File: config.mk
export PLATFORM = sky130hd
export DESIGN_NAME = ctr_trim_bank
export DESIGN_NICKNAME = d
export VERILOG_FILES = /design/src/ctr_pkg.sv /design/src/ctr_trim_bank.sv
export SDC_FILE = /design/constraint.sdc
export NUM_CORES = 1
export LEC_CHECK = 0
export BUFFER_PORTS_ARGS = -buffer_cell sky130_fd_sc_hd__buf_2
export CAP_MARGIN = 40
export CORE_UTILIZATION = 30
export CTS_CLUSTER_SIZE = 14
export DETAILED_ROUTE_END_ITERATION = 16
export GPL_ROUTABILITY_DRIVEN = 0
export MAX_ROUTING_LAYER = met4
export PLACE_DENSITY_LB_ADDON = 0.1
export SETUP_SLACK_MARGIN = 0.2
export SLEW_MARGIN = 10
export SYNTH_ARGS = -nofsm -noshare
export SYNTH_HDL_FRONTEND = slang
export SYNTH_SLANG_ARGS = --single-unit
File: constraint.sdc
create_clock -name i_clock -period 1.9 [get_ports i_clock]
set_clock_uncertainty 0.2 [all_clocks]
set_input_delay 0.38 -clock i_clock [delete_from_list [all_inputs] [get_ports i_clock]]
set_output_delay 0.38 -clock i_clock [all_outputs]
set_load 0.01 [all_outputs]
File: src/ctr_pkg.sv
// Shared constants, layouts and carrier types of the converter core trim bank.
package ctr_pkg;

    // ---------------------------------------------------------------
    // Widths and counts
    // ---------------------------------------------------------------
    localparam int unsigned ADDR_W = 12;
    localparam int unsigned DATA_W = 16;
    localparam int unsigned TIM_W  = 8;
    localparam int unsigned OFF_W  = 12;
    localparam int unsigned RSV_W  = 4;
    localparam int unsigned N_TIM  = 3;
    localparam int unsigned N_OFF  = 4;

    // ---------------------------------------------------------------
    // Register offsets
    // ---------------------------------------------------------------
    localparam logic [11:0] ADDR_TIM_C2_SA = 12'h315;
    localparam logic [11:0] ADDR_TIM_C1_SB = 12'h31A;
    localparam logic [11:0] ADDR_TIM_C2_SB = 12'h31B;
    localparam logic [11:0] ADDR_OFF_C1_DA = 12'h344;
    localparam logic [11:0] ADDR_OFF_C1_DB = 12'h346;
    localparam logic [11:0] ADDR_OFF_C1_SA = 12'h348;
    localparam logic [11:0] ADDR_OFF_C1_SB = 12'h34A;

    // Timing index: 0 second core input a, 1 first core input b, 2 second core input b.
    localparam logic [N_TIM-1:0][11:0] TIM_ADDR =
        {ADDR_TIM_C2_SB, ADDR_TIM_C1_SB, ADDR_TIM_C2_SA};
    // Offset index is {single, input b}: dual a, dual b, single a, single b.
    localparam logic [N_OFF-1:0][11:0] OFF_ADDR =
        {ADDR_OFF_C1_SB, ADDR_OFF_C1_SA, ADDR_OFF_C1_DB, ADDR_OFF_C1_DA};

    // ---------------------------------------------------------------
    // Field layout and reset values
    // ---------------------------------------------------------------
    localparam int unsigned   OFF_VAL_LSB = 0;
    localparam int unsigned   OFF_RSV_LSB = 12;
    localparam logic [7:0]    TIM_RST     = 8'h00;
    localparam logic [15:0]   OFF_RST     = 16'h0000;
    localparam logic [3:0]    RSV_RST     = 4'h0;

    // ---------------------------------------------------------------
    // Types
    // ---------------------------------------------------------------
    typedef enum logic {
        PH_LOAD,
        PH_RUN
    } ctr_phase_t;

    typedef struct packed {
        logic              wr;
        logic              rd;
        logic [ADDR_W-1:0] addr;
        logic [DATA_W-1:0] wdata;
    } ctr_bus_req_t;

    typedef struct packed {
        logic single;
        logic fg_cal;
        logic input_b;
        logic dual_in_b;
    } ctr_mode_t;

    typedef struct packed {
        logic [N_TIM-1:0][TIM_W-1:0] tim;
        logic [N_OFF-1:0][OFF_W-1:0] off;
    } ctr_fuse_t;

    typedef struct packed {
        logic             c1_tim_vld;
        logic [TIM_W-1:0] c1_tim;
        logic             c2_tim_vld;
        logic [TIM_W-1:0] c2_tim;
        logic             c1_off_vld;
        logic [OFF_W-1:0] c1_off;
    } ctr_trim_out_t;

    typedef struct packed {
        ctr_phase_t                   phase;
        logic [N_TIM-1:0][TIM_W-1:0]  tim;
        logic [N_OFF-1:0][DATA_W-1:0] off;
        logic [DATA_W-1:0]            rdata;
        ctr_trim_out_t                out;
    } ctr_state_t;

    localparam ctr_state_t ST_RST = '{phase: PH_LOAD, default: '0};

endpackage

File: src/ctr_trim_bank.sv
// Trim register bank that holds and routes timing trims of two converter cores and offset trims of the first core.
//
// Decided for this implementation: the plain strobed port.

module ctr_trim_bank (
    input  wire logic                        i_clock,
    input  wire logic                        i_rst_b,
    input  wire logic                        i_clk_en,
    input  wire ctr_pkg::ctr_bus_req_t       i_bus,
    output logic [ctr_pkg::DATA_W-1:0]       o_rdata,
    input  wire ctr_pkg::ctr_mode_t          i_mode,
    input  wire ctr_pkg::ctr_fuse_t          i_fuse,
    output ctr_pkg::ctr_trim_out_t           o_trim
);

    // ---------------------------------------------------------------
    // Address decode
    // ---------------------------------------------------------------
    logic [ctr_pkg::N_TIM-1:0] tim_hit;
    logic [ctr_pkg::N_OFF-1:0] off_hit;

    genvar g;
    generate
        for (g = 0; g < ctr_pkg::N_OFF; g++) begin : g_dec
            assign off_hit[g] = (i_bus.addr == ctr_pkg::OFF_ADDR[g]);
            if (g < ctr_pkg::N_TIM) begin : g_tim
                assign tim_hit[g] = (i_bus.addr == ctr_pkg::TIM_ADDR[g]);
            end
        end
    endgenerate

    // ---------------------------------------------------------------
    // State
    // ---------------------------------------------------------------
    ctr_pkg::ctr_state_t r;
    ctr_pkg::ctr_state_t nxt;

    logic       run;
    logic       c1_in_b;
    logic [1:0] off_sel;

    always_comb begin
        nxt          = r;
        nxt.rdata    = '0;
        run          = (r.phase == ctr_pkg::PH_RUN);
        c1_in_b      = i_mode.single ? i_mode.input_b : i_mode.dual_in_b;
        off_sel      = {i_mode.single, c1_in_b};
        case (r.phase)
            ctr_pkg::PH_LOAD: begin
                // The fuse image is copied once after reset; bus traffic in
                // that cycle is dropped so the fused defaults always land.
                for (int i = 0; i < ctr_pkg::N_TIM; i++) begin
                    nxt.tim[i] = i_fuse.tim[i];
                end
                for (int i = 0; i < ctr_pkg::N_OFF; i++) begin
                    nxt.off[i] = {ctr_pkg::RSV_RST, i_fuse.off[i]};
                end
                nxt.phase = ctr_pkg::PH_RUN;
            end
            ctr_pkg::PH_RUN: begin
                if (i_bus.wr) begin
                    for (int i = 0; i < ctr_pkg::N_TIM; i++) begin
                        if (tim_hit[i]) begin
                            nxt.tim[i] = i_bus.wdata[ctr_pkg::TIM_W-1:0];
                        end
                    end
                    for (int i = 0; i < ctr_pkg::N_OFF; i++) begin
                        if (off_hit[i]) begin
                            nxt.off[i] = i_bus.wdata;
                        end
                    end
                end
                if (i_bus.rd) begin
                    // Unmapped addresses read as zero.
                    for (int i = 0; i < ctr_pkg::N_TIM; i++) begin
                        if (tim_hit[i]) begin
                            nxt.rdata = {8'h00, r.tim[i]};
                        end
                    end
                    for (int i = 0; i < ctr_pkg::N_OFF; i++) begin
                        if (off_hit[i]) begin
                            nxt.rdata = r.off[i];
                        end
                    end
                end
            end
            default: begin
                nxt.phase = ctr_pkg::PH_LOAD;
            end
        endcase

        // Trim routing; values not selected are driven as zero with valid low.
        nxt.out.c1_tim_vld = run && i_mode.fg_cal && i_mode.single && i_mode.input_b;
        nxt.out.c1_tim     = nxt.out.c1_tim_vld ? r.tim[1] : ctr_pkg::TIM_RST;
        nxt.out.c2_tim_vld = run && i_mode.fg_cal && i_mode.single;
        if (!nxt.out.c2_tim_vld) begin
            nxt.out.c2_tim = ctr_pkg::TIM_RST;
        end else if (i_mode.input_b) begin
            nxt.out.c2_tim = r.tim[2];
        end else begin
            nxt.out.c2_tim = r.tim[0];
        end
        nxt.out.c1_off_vld = run && i_mode.fg_cal;
        if (nxt.out.c1_off_vld) begin
            // Index order matches {single, input b}.
            nxt.out.c1_off = r.off[off_sel][ctr_pkg::OFF_W-1:0];
        end else begin
            nxt.out.c1_off = ctr_pkg::OFF_RST[ctr_pkg::OFF_W-1:0];
        end
    end

    always_ff @(posedge i_clock or negedge i_rst_b) begin
        if (!i_rst_b) begin
            r <= ctr_pkg::ST_RST;
        end else if (i_clk_en) begin
            r <= nxt;
        end
    end

    assign o_rdata = r.rdata;
    assign o_trim  = r.out;

    // ---------------------------------------------------------------
    // Checks
    // ---------------------------------------------------------------
    fuse_load_a: assert property (
        @(posedge i_clock) disable iff (!i_rst_b)
        (r.phase == ctr_pkg::PH_LOAD && i_clk_en)
        |=> (r.tim[1] == $past(i_fuse.tim[1])) && (r.off[3][15:12] == 4'h0)
            && (r.off[3][11:0] == $past(i_fuse.off[3])))
        else $error("Fuse defaults not loaded after reset.");

    c2_tim_ina_a: assert property (
        @(posedge i_clock) disable iff (!i_rst_b)
        (run && i_clk_en && i_mode.fg_cal && i_mode.single && !i_mode.input_b)
        |=> o_trim.c2_tim_vld && (o_trim.c2_tim == $past(r.tim[0])))
        else $error("Second core input a timing trim not routed.");

    c1_tim_inb_a: assert property (
        @(posedge i_clock) disable iff (!i_rst_b)
        (run && i_clk_en && i_mode.fg_cal && i_mode.single && i_mode.input_b)
        |=> o_trim.c1_tim_vld && (o_trim.c1_tim == $past(r.tim[1])))
        else $error("First core input b timing trim not routed.");

    c2_tim_inb_a: assert property (
        @(posedge i_clock) disable iff (!i_rst_b)
        (run && i_clk_en && i_mode.fg_cal && i_mode.single && i_mode.input_b)
        |=> o_trim.c2_tim == $past(r.tim[2]))
        else $error("Second core input b timing trim not routed.");

    off_dual_a_a: assert property (
        @(posedge i_clock) disable iff (!i_rst_b)
        (run && i_clk_en && i_mode.fg_cal && !i_mode.single && !i_mode.dual_in_b)
        |=> o_trim.c1_off == $past(r.off[0][11:0]))
        else $error("Dual mode input a offset not routed.");

    off_dual_b_a: assert property (
        @(posedge i_clock) disable iff (!i_rst_b)
        (run && i_clk_en && i_mode.fg_cal && !i_mode.single && i_mode.dual_in_b)
        |=> o_trim.c1_off == $past(r.off[1][11:0]))
        else $error("Dual mode input b offset not routed.");

    off_single_a_a: assert property (
        @(posedge i_clock) disable iff (!i_rst_b)
        (run && i_clk_en && i_mode.fg_cal && i_mode.single && !i_mode.input_b)
        |=> o_trim.c1_off_vld && (o_trim.c1_off == $past(r.off[2][11:0])))
        else $error("Single mode input a offset not routed.");

    off_single_b_a: assert property (
        @(posedge i_clock) disable iff (!i_rst_b)
        (run && i_clk_en && i_mode.fg_cal && i_mode.single && i_mode.input_b)
        |=> o_trim.c1_off == $past(r.off[3][11:0]))
        else $error("Single mode input b offset not routed.");

    cal_off_idle_a: assert property (
        @(posedge i_clock) disable iff (!i_rst_b)
        (i_clk_en && !i_mode.fg_cal)
        |=> !o_trim.c1_off_vld && !o_trim.c1_tim_vld && !o_trim.c2_tim_vld
            && (o_trim.c1_off == 12'h000) && (o_trim.c2_tim == 8'h00))
        else $error("Trim driven while calibration is off.");

    write_readback_a: assert property (
        @(posedge i_clock) disable iff (!i_rst_b)
        (run && i_clk_en && i_bus.wr && !i_bus.rd && i_bus.addr == 12'h31A)
        ##1 (i_clk_en && i_bus.rd && !i_bus.wr && i_bus.addr == 12'h31A)
        |=> o_rdata == {8'h00, $past(i_bus.wdata[7:0], 2)})
        else $error("Timing trim write not read back.");

    // ---------------------------------------------------------------
    // Phase, clock enable and read data checks
    // ---------------------------------------------------------------
    // Software only ever sees what the bank holds, so every register is checked on both paths.

    load_to_run_a: assert property (
        @(posedge i_clock) disable iff (!i_rst_b)
        (r.phase == ctr_pkg::PH_LOAD && i_clk_en)
        |=> (r.phase == ctr_pkg::PH_RUN) && (o_rdata == 16'h0000))
        else $error("Fuse load edge did not end in the run phase.");

    run_stays_a: assert property (
        @(posedge i_clock) disable iff (!i_rst_b)
        (run && i_clk_en)
        |=> (r.phase == ctr_pkg::PH_RUN))
        else $error("Run phase left without a reset.");

    clk_freeze_a: assert property (
        @(posedge i_clock) disable iff (!i_rst_b)
        (!i_clk_en)
        |=> $stable(o_rdata) && $stable(o_trim) && $stable(r.tim) && $stable(r.off))
        else $error("State moved while the clock enable was low.");

    rdata_idle_a: assert property (
        @(posedge i_clock) disable iff (!i_rst_b)
        (i_clk_en && !i_bus.rd)
        |=> (o_rdata == 16'h0000))
        else $error("Read data stood beyond its cycle.");

    unmapped_rd_a: assert property (
        @(posedge i_clock) disable iff (!i_rst_b)
        (i_clk_en && i_bus.rd && (tim_hit == '0) && (off_hit == '0))
        |=> (o_rdata == 16'h0000))
        else $error("Unmapped read returned data.");

    hold_idle_a: assert property (
        @(posedge i_clock) disable iff (!i_rst_b)
        (run && i_clk_en && !i_bus.wr)
        |=> $stable(r.tim) && $stable(r.off))
        else $error("Trim register changed without a write.");

    rd_tim0_a: assert property (
        @(posedge i_clock) disable iff (!i_rst_b)
        (run && i_clk_en && i_bus.rd && i_bus.addr == ctr_pkg::ADDR_TIM_C2_SA)
        |=> o_rdata == {8'h00, $past(r.tim[0])})
        else $error("Second core input a timing trim read wrong.");

    rd_tim1_a: assert property (
        @(posedge i_clock) disable iff (!i_rst_b)
        (run && i_clk_en && i_bus.rd && i_bus.addr == ctr_pkg::ADDR_TIM_C1_SB)
        |=> o_rdata == {8'h00, $past(r.tim[1])})
        else $error("First core input b timing trim read wrong.");

    rd_tim2_a: assert property (
        @(posedge i_clock) disable iff (!i_rst_b)
        (run && i_clk_en && i_bus.rd && i_bus.addr == ctr_pkg::ADDR_TIM_C2_SB)
        |=> o_rdata == {8'h00, $past(r.tim[2])})
        else $error("Second core input b timing trim read wrong.");

    rd_off0_a: assert property (
        @(posedge i_clock) disable iff (!i_rst_b)
        (run && i_clk_en && i_bus.rd && i_bus.addr == ctr_pkg::ADDR_OFF_C1_DA)
        |=> o_rdata == $past(r.off[0]))
        else $error("Dual input a offset read wrong.");

    rd_off1_a: assert property (
        @(posedge i_clock) disable iff (!i_rst_b)
        (run && i_clk_en && i_bus.rd && i_bus.addr == ctr_pkg::ADDR_OFF_C1_DB)
        |=> o_rdata == $past(r.off[1]))
        else $error("Dual input b offset read wrong.");

    rd_off2_a: assert property (
        @(posedge i_clock) disable iff (!i_rst_b)
        (run && i_clk_en && i_bus.rd && i_bus.addr == ctr_pkg::ADDR_OFF_C1_SA)
        |=> o_rdata == $past(r.off[2]))
        else $error("Single input a offset read wrong.");

    rd_off3_a: assert property (
        @(posedge i_clock) disable iff (!i_rst_b)
        (run && i_clk_en && i_bus.rd && i_bus.addr == ctr_pkg::ADDR_OFF_C1_SB)
        |=> o_rdata == $past(r.off[3]))
        else $error("Single input b offset read wrong.");

    // ---------------------------------------------------------------
    // Write checks
    // ---------------------------------------------------------------
    wr_tim0_a: assert property (
        @(posedge i_clock) disable iff (!i_rst_b)
        (run && i_clk_en && i_bus.wr && i_bus.addr == ctr_pkg::ADDR_TIM_C2_SA)
        |=> r.tim[0] == $past(i_bus.wdata[7:0]))
        else $error("Second core input a timing trim write lost.");

    wr_tim1_a: assert property (
        @(posedge i_clock) disable iff (!i_rst_b)
        (run && i_clk_en && i_bus.wr && i_bus.addr == ctr_pkg::ADDR_TIM_C1_SB)
        |=> r.tim[1] == $past(i_bus.wdata[7:0]))
        else $error("First core input b timing trim write lost.");

    wr_tim2_a: assert property (
        @(posedge i_clock) disable iff (!i_rst_b)
        (run && i_clk_en && i_bus.wr && i_bus.addr == ctr_pkg::ADDR_TIM_C2_SB)
        |=> r.tim[2] == $past(i_bus.wdata[7:0]))
        else $error("Second core input b timing trim write lost.");

    wr_off0_a: assert property (
        @(posedge i_clock) disable iff (!i_rst_b)
        (run && i_clk_en && i_bus.wr && i_bus.addr == ctr_pkg::ADDR_OFF_C1_DA)
        |=> r.off[0] == $past(i_bus.wdata))
        else $error("Dual input a offset write lost.");

    wr_off1_a: assert property (
        @(posedge i_clock) disable iff (!i_rst_b)
        (run && i_clk_en && i_bus.wr && i_bus.addr == ctr_pkg::ADDR_OFF_C1_DB)
        |=> r.off[1] == $past(i_bus.wdata))
        else $error("Dual input b offset write lost.");

    wr_off2_a: assert property (
        @(posedge i_clock) disable iff (!i_rst_b)
        (run && i_clk_en && i_bus.wr && i_bus.addr == ctr_pkg::ADDR_OFF_C1_SA)
        |=> r.off[2] == $past(i_bus.wdata))
        else $error("Single input a offset write lost.");

    wr_off3_a: assert property (
        @(posedge i_clock) disable iff (!i_rst_b)
        (run && i_clk_en && i_bus.wr && i_bus.addr == ctr_pkg::ADDR_OFF_C1_SB)
        |=> r.off[3] == $past(i_bus.wdata))
        else $error("Single input b offset write or reserved bits lost.");

    // ---------------------------------------------------------------
    // Routing checks
    // ---------------------------------------------------------------
    c1_tim_idle_a: assert property (
        @(posedge i_clock) disable iff (!i_rst_b)
        (i_clk_en && !(i_mode.fg_cal && i_mode.single && i_mode.input_b))
        |=> !o_trim.c1_tim_vld && (o_trim.c1_tim == 8'h00))
        else $error("First core timing trim driven outside its mode.");

    c2_tim_dual_a: assert property (
        @(posedge i_clock) disable iff (!i_rst_b)
        (i_clk_en && !i_mode.single)
        |=> !o_trim.c2_tim_vld && (o_trim.c2_tim == 8'h00))
        else $error("Second core timing trim driven in dual mode.");

    c2_tim_vld_a: assert property (
        @(posedge i_clock) disable iff (!i_rst_b)
        (run && i_clk_en && i_mode.fg_cal && i_mode.single)
        |=> o_trim.c2_tim_vld)
        else $error("Second core timing trim not flagged valid.");

    c1_off_vld_a: assert property (
        @(posedge i_clock) disable iff (!i_rst_b)
        (run && i_clk_en && i_mode.fg_cal)
        |=> o_trim.c1_off_vld)
        else $error("First core offset trim not flagged valid.");

endmodule

==> impl_metrics.env <==
export IMPL_synth_ff_latch_count=136
export IMPL_cts_path_max_buffers=2
export IMPL_port_buffers=155
export IMPL_slowest_delay_ns=0.60
export IMPL_rsz0062_at_grt="yes"
export IMPL_cts_root_buf="clkbuf_16"
export IMPL_grtUsageTotal_pct=20.7
export IMPL_die_h_um=162
export IMPL_crit_arrival_ns=1.97
export IMPL_drt_iter0_drc=343
export IMPL_synthCells=735
export IMPL_synth_flop_cell="dfrtp_1"
export IMPL_dp_hpwl_mm=18.8
export IMPL_vias=6244
export IMPL_crit_path_end_kind="flop"
export IMPL_dr_pass1_iters=5
export IMPL_overflow=0
export IMPL_maxCapViolCount=0
export IMPL_hp_class="in2reg"
export IMPL_worstMarginPinSlew_ns=0.415
export IMPL_synth_top_area_share_pct=44.5
export IMPL_drt_vias_per_instance=4.98
export IMPL_syn_area_per_cell_um2=10.4
export IMPL_slowest_stage="or4b_4"
export IMPL_cp_max_fo=16
export IMPL_synth_seq_area_share_pct=44.5
export IMPL_yosysWarnings=0
export IMPL_crit_family="simple AND/OR/NAND/NOR gates"
export IMPL_synth_edf_count=0
export IMPL_synth_distinct_cells=59
export IMPL_cts_sinks=136
export IMPL_cp_startpoint="i_bus[21]"
export IMPL_cts_inserted_buffers=17
export IMPL_final_area_um2=10400
export IMPL_wl_per_cell_um=20.7
export IMPL_synth_top_cell_by_area="dfrtp_1"
export IMPL_fmax_mhz=546
export IMPL_final_net_count=1019
export IMPL_outcome="finished, final reports clean"
export IMPL_critPathBufInv=3
export IMPL_r2r_end="r[57]"
export IMPL_synth_area_leaders="dfrtp_1 45%, mux2_2 9.6%, o21ai_0 5.3%"
export IMPL_cts_tree="yes"
export IMPL_path_clk_slew_ns=0.06
export IMPL_critPathKind="in2reg"
export IMPL_peakVddDrop_v=0.000485
export IMPL_start_kind="input port"
export IMPL_core_area_um2=25100
export IMPL_die_w_um=162
export IMPL_async_flop_share_pct=100
export IMPL_cp_depth=8
export IMPL_insertion_delay_ns=0.43
export IMPL_p_leak_uw=0.00499
export IMPL_pre_cts_ws_ns=-0.477
export IMPL_path_cells="buf_8, buf_6, or4b_4, nor2_4, buf_12, a22oi_2, o22a_1, o2bb2ai_1"
export IMPL_synth_cell_area_um2=7640
export IMPL_reg2reg_from="run"
export IMPL_drc=0
export IMPL_hold_ws_ns=0.0233
export IMPL_min_period_ns=1.83
export IMPL_ios=156
export IMPL_place_area_um2=9070
export IMPL_grt_max_degree=49
export IMPL_drive_above_1_share_pct=47.0
export IMPL_reg2reg_slack_ns=0.12
export IMPL_layout_common_cells="151 x buf_2, 135 x dfrtp_1, 69 x o21ai_0"
export IMPL_worstSetupEndpoint="o_rdata[8]"
export IMPL_antennaDiodeCount=0
export IMPL_grt_antenna_before_repair=0
export IMPL_drv_slew=0
export IMPL_final_setup_viol_count=0
export IMPL_area_growth_syn_to_layout_pct=36.1
export IMPL_dieArea_um2=26100
export IMPL_r2r_cells=5
export IMPL_hold_viol_final=0
export IMPL_rows=58
export IMPL_start_util_pct=30.4
export IMPL_cts_max_level=4
export IMPL_fin_crit_sh_pct=96.3
export IMPL_grt_pass1_vias=6492
export IMPL_ant_nets=0
export IMPL_relSlewSlack_pct=72.3
export IMPL_syn_nets=844
export IMPL_layout_commonest_cell="buf_2"
export IMPL_p_per_area_nw_per_um2=807
export IMPL_grt_pass1_wl_mm=38.8
export IMPL_setup_slack_ns=0.0698
export IMPL_routed_wl_mm=26.0
export IMPL_critPathRequiredTime_ns=2.04
[sequential cells by signal, summed over array words and instances, names as in the netlist]
register  count
o_rdata      16
r            88
run           1
o_trim       31
[power by group]
| part | total [uW] | internal [uW] | switching (uW) | leakage [uW] |
|---|---|---|---|---|
| clock network | 3790 | 2470 | 1320 | 0.000322 |
| registers | 3420 | 3170 | 250 | 0.00174 |
| logic | 1180 | 607 | 575 | 0.00293 |
[kinds of logic after synthesis]
kind of cell	after synthesis	share of synthesized area, %
AOI/OAI and AO/OA	213	19.0
xor gates and xnor gates	1	0.115
buffers and inverters	148	10.2
DFF	136	44.5
muxes	109	16.7
and+or+nand+nor	128	9.53
[per-layer routing]
metal | up-vias | global-route usage [%] | part of all wire [%]
li1 | 2926 | - | -
met4 | 0 | 6.00 | 1.8
met2 | 197 | 33.6 | 48
met5 | - | - | 0
met3 | 25 | 3.29 | 4.6
met1 | 3096 | 26.5 | 45
[cell usage after synthesis (2+ instances only)]
master       n
dfrtp_1    136
o21ai_0     81
mux2_2      65
inv_1       57
buf_4       51
nor2_1      39
o2bb2ai_1   30
nand2b_1    26
mux2i_1     24
a31oi_1     23
clkbuf_1    23
mux2_4      20
a21oi_1     19
nand2_1     19
a22oi_1     16
a22o_1      12
buf_2        9
o22a_1       8
nand2_2      7
nand3_1      5
a221oi_1     4
and2_1       4
and3_1       4
buf_1        4
a32o_1       3
buf_6        3
nor2b_1      3
o22ai_1      3
or2_0        3
a21o_1       2
nand4_1      2
nor3_1       2
o41ai_4      2
[how the worst min path moves through the flow]
stage,to,cells after the start,from
3_3_place_gp,o_trim[14],1,i_rst_b
2_1_floorplan,o_rdata[0],0,i_rst_b
3_5_place_dp,o_trim[14],1,i_rst_b
6_report,r[106],3,i_fuse[47]
5_1_grt,r[98],3,i_fuse[39]
4_1_cts,r[106],3,i_fuse[47]
[final cells by class]
type / count / area (um^2)
inverter: 58 / 218
timing repair buffer: 246 / 1790
fill: 2480 / 14700
clock inverter: 11 / 191
tap: 330 / 413
sequential: 136 / 3410
clock buffer: 21 / 480
multi-input combinational: 451 / 3900
[stage by stage]
step	std cells	util, %	TNS [ns]	total power [uW]
6_report	1253	41.4	0	8390
5_1_grt	1253	41.4	0	8720
4_1_cts	1246	39.9	0	8390
3_5_place_dp	1203	36.1	-33.80	4560
3_3_place_gp	1203	36.1	-32.51	4530
2_1_floorplan	735	-	-7.59	4050
[tightest hold or removal path: stages]
cell	delay, ns
buf_2	0.09
nand2b_1	0.06
a31oi_1	0.07
[repair_timing]
item                                   in CTS  in global routing
setup endpoints to repair                 117                111
cloned                                      2                  2
endpoints found under the hold margin      60                  0
buffers inserted                            8                  5
hold buffers                                1                  0
pin swaps                                  23                 15
resized for setup                          40                 57
(Power assumes the default switching activity.)
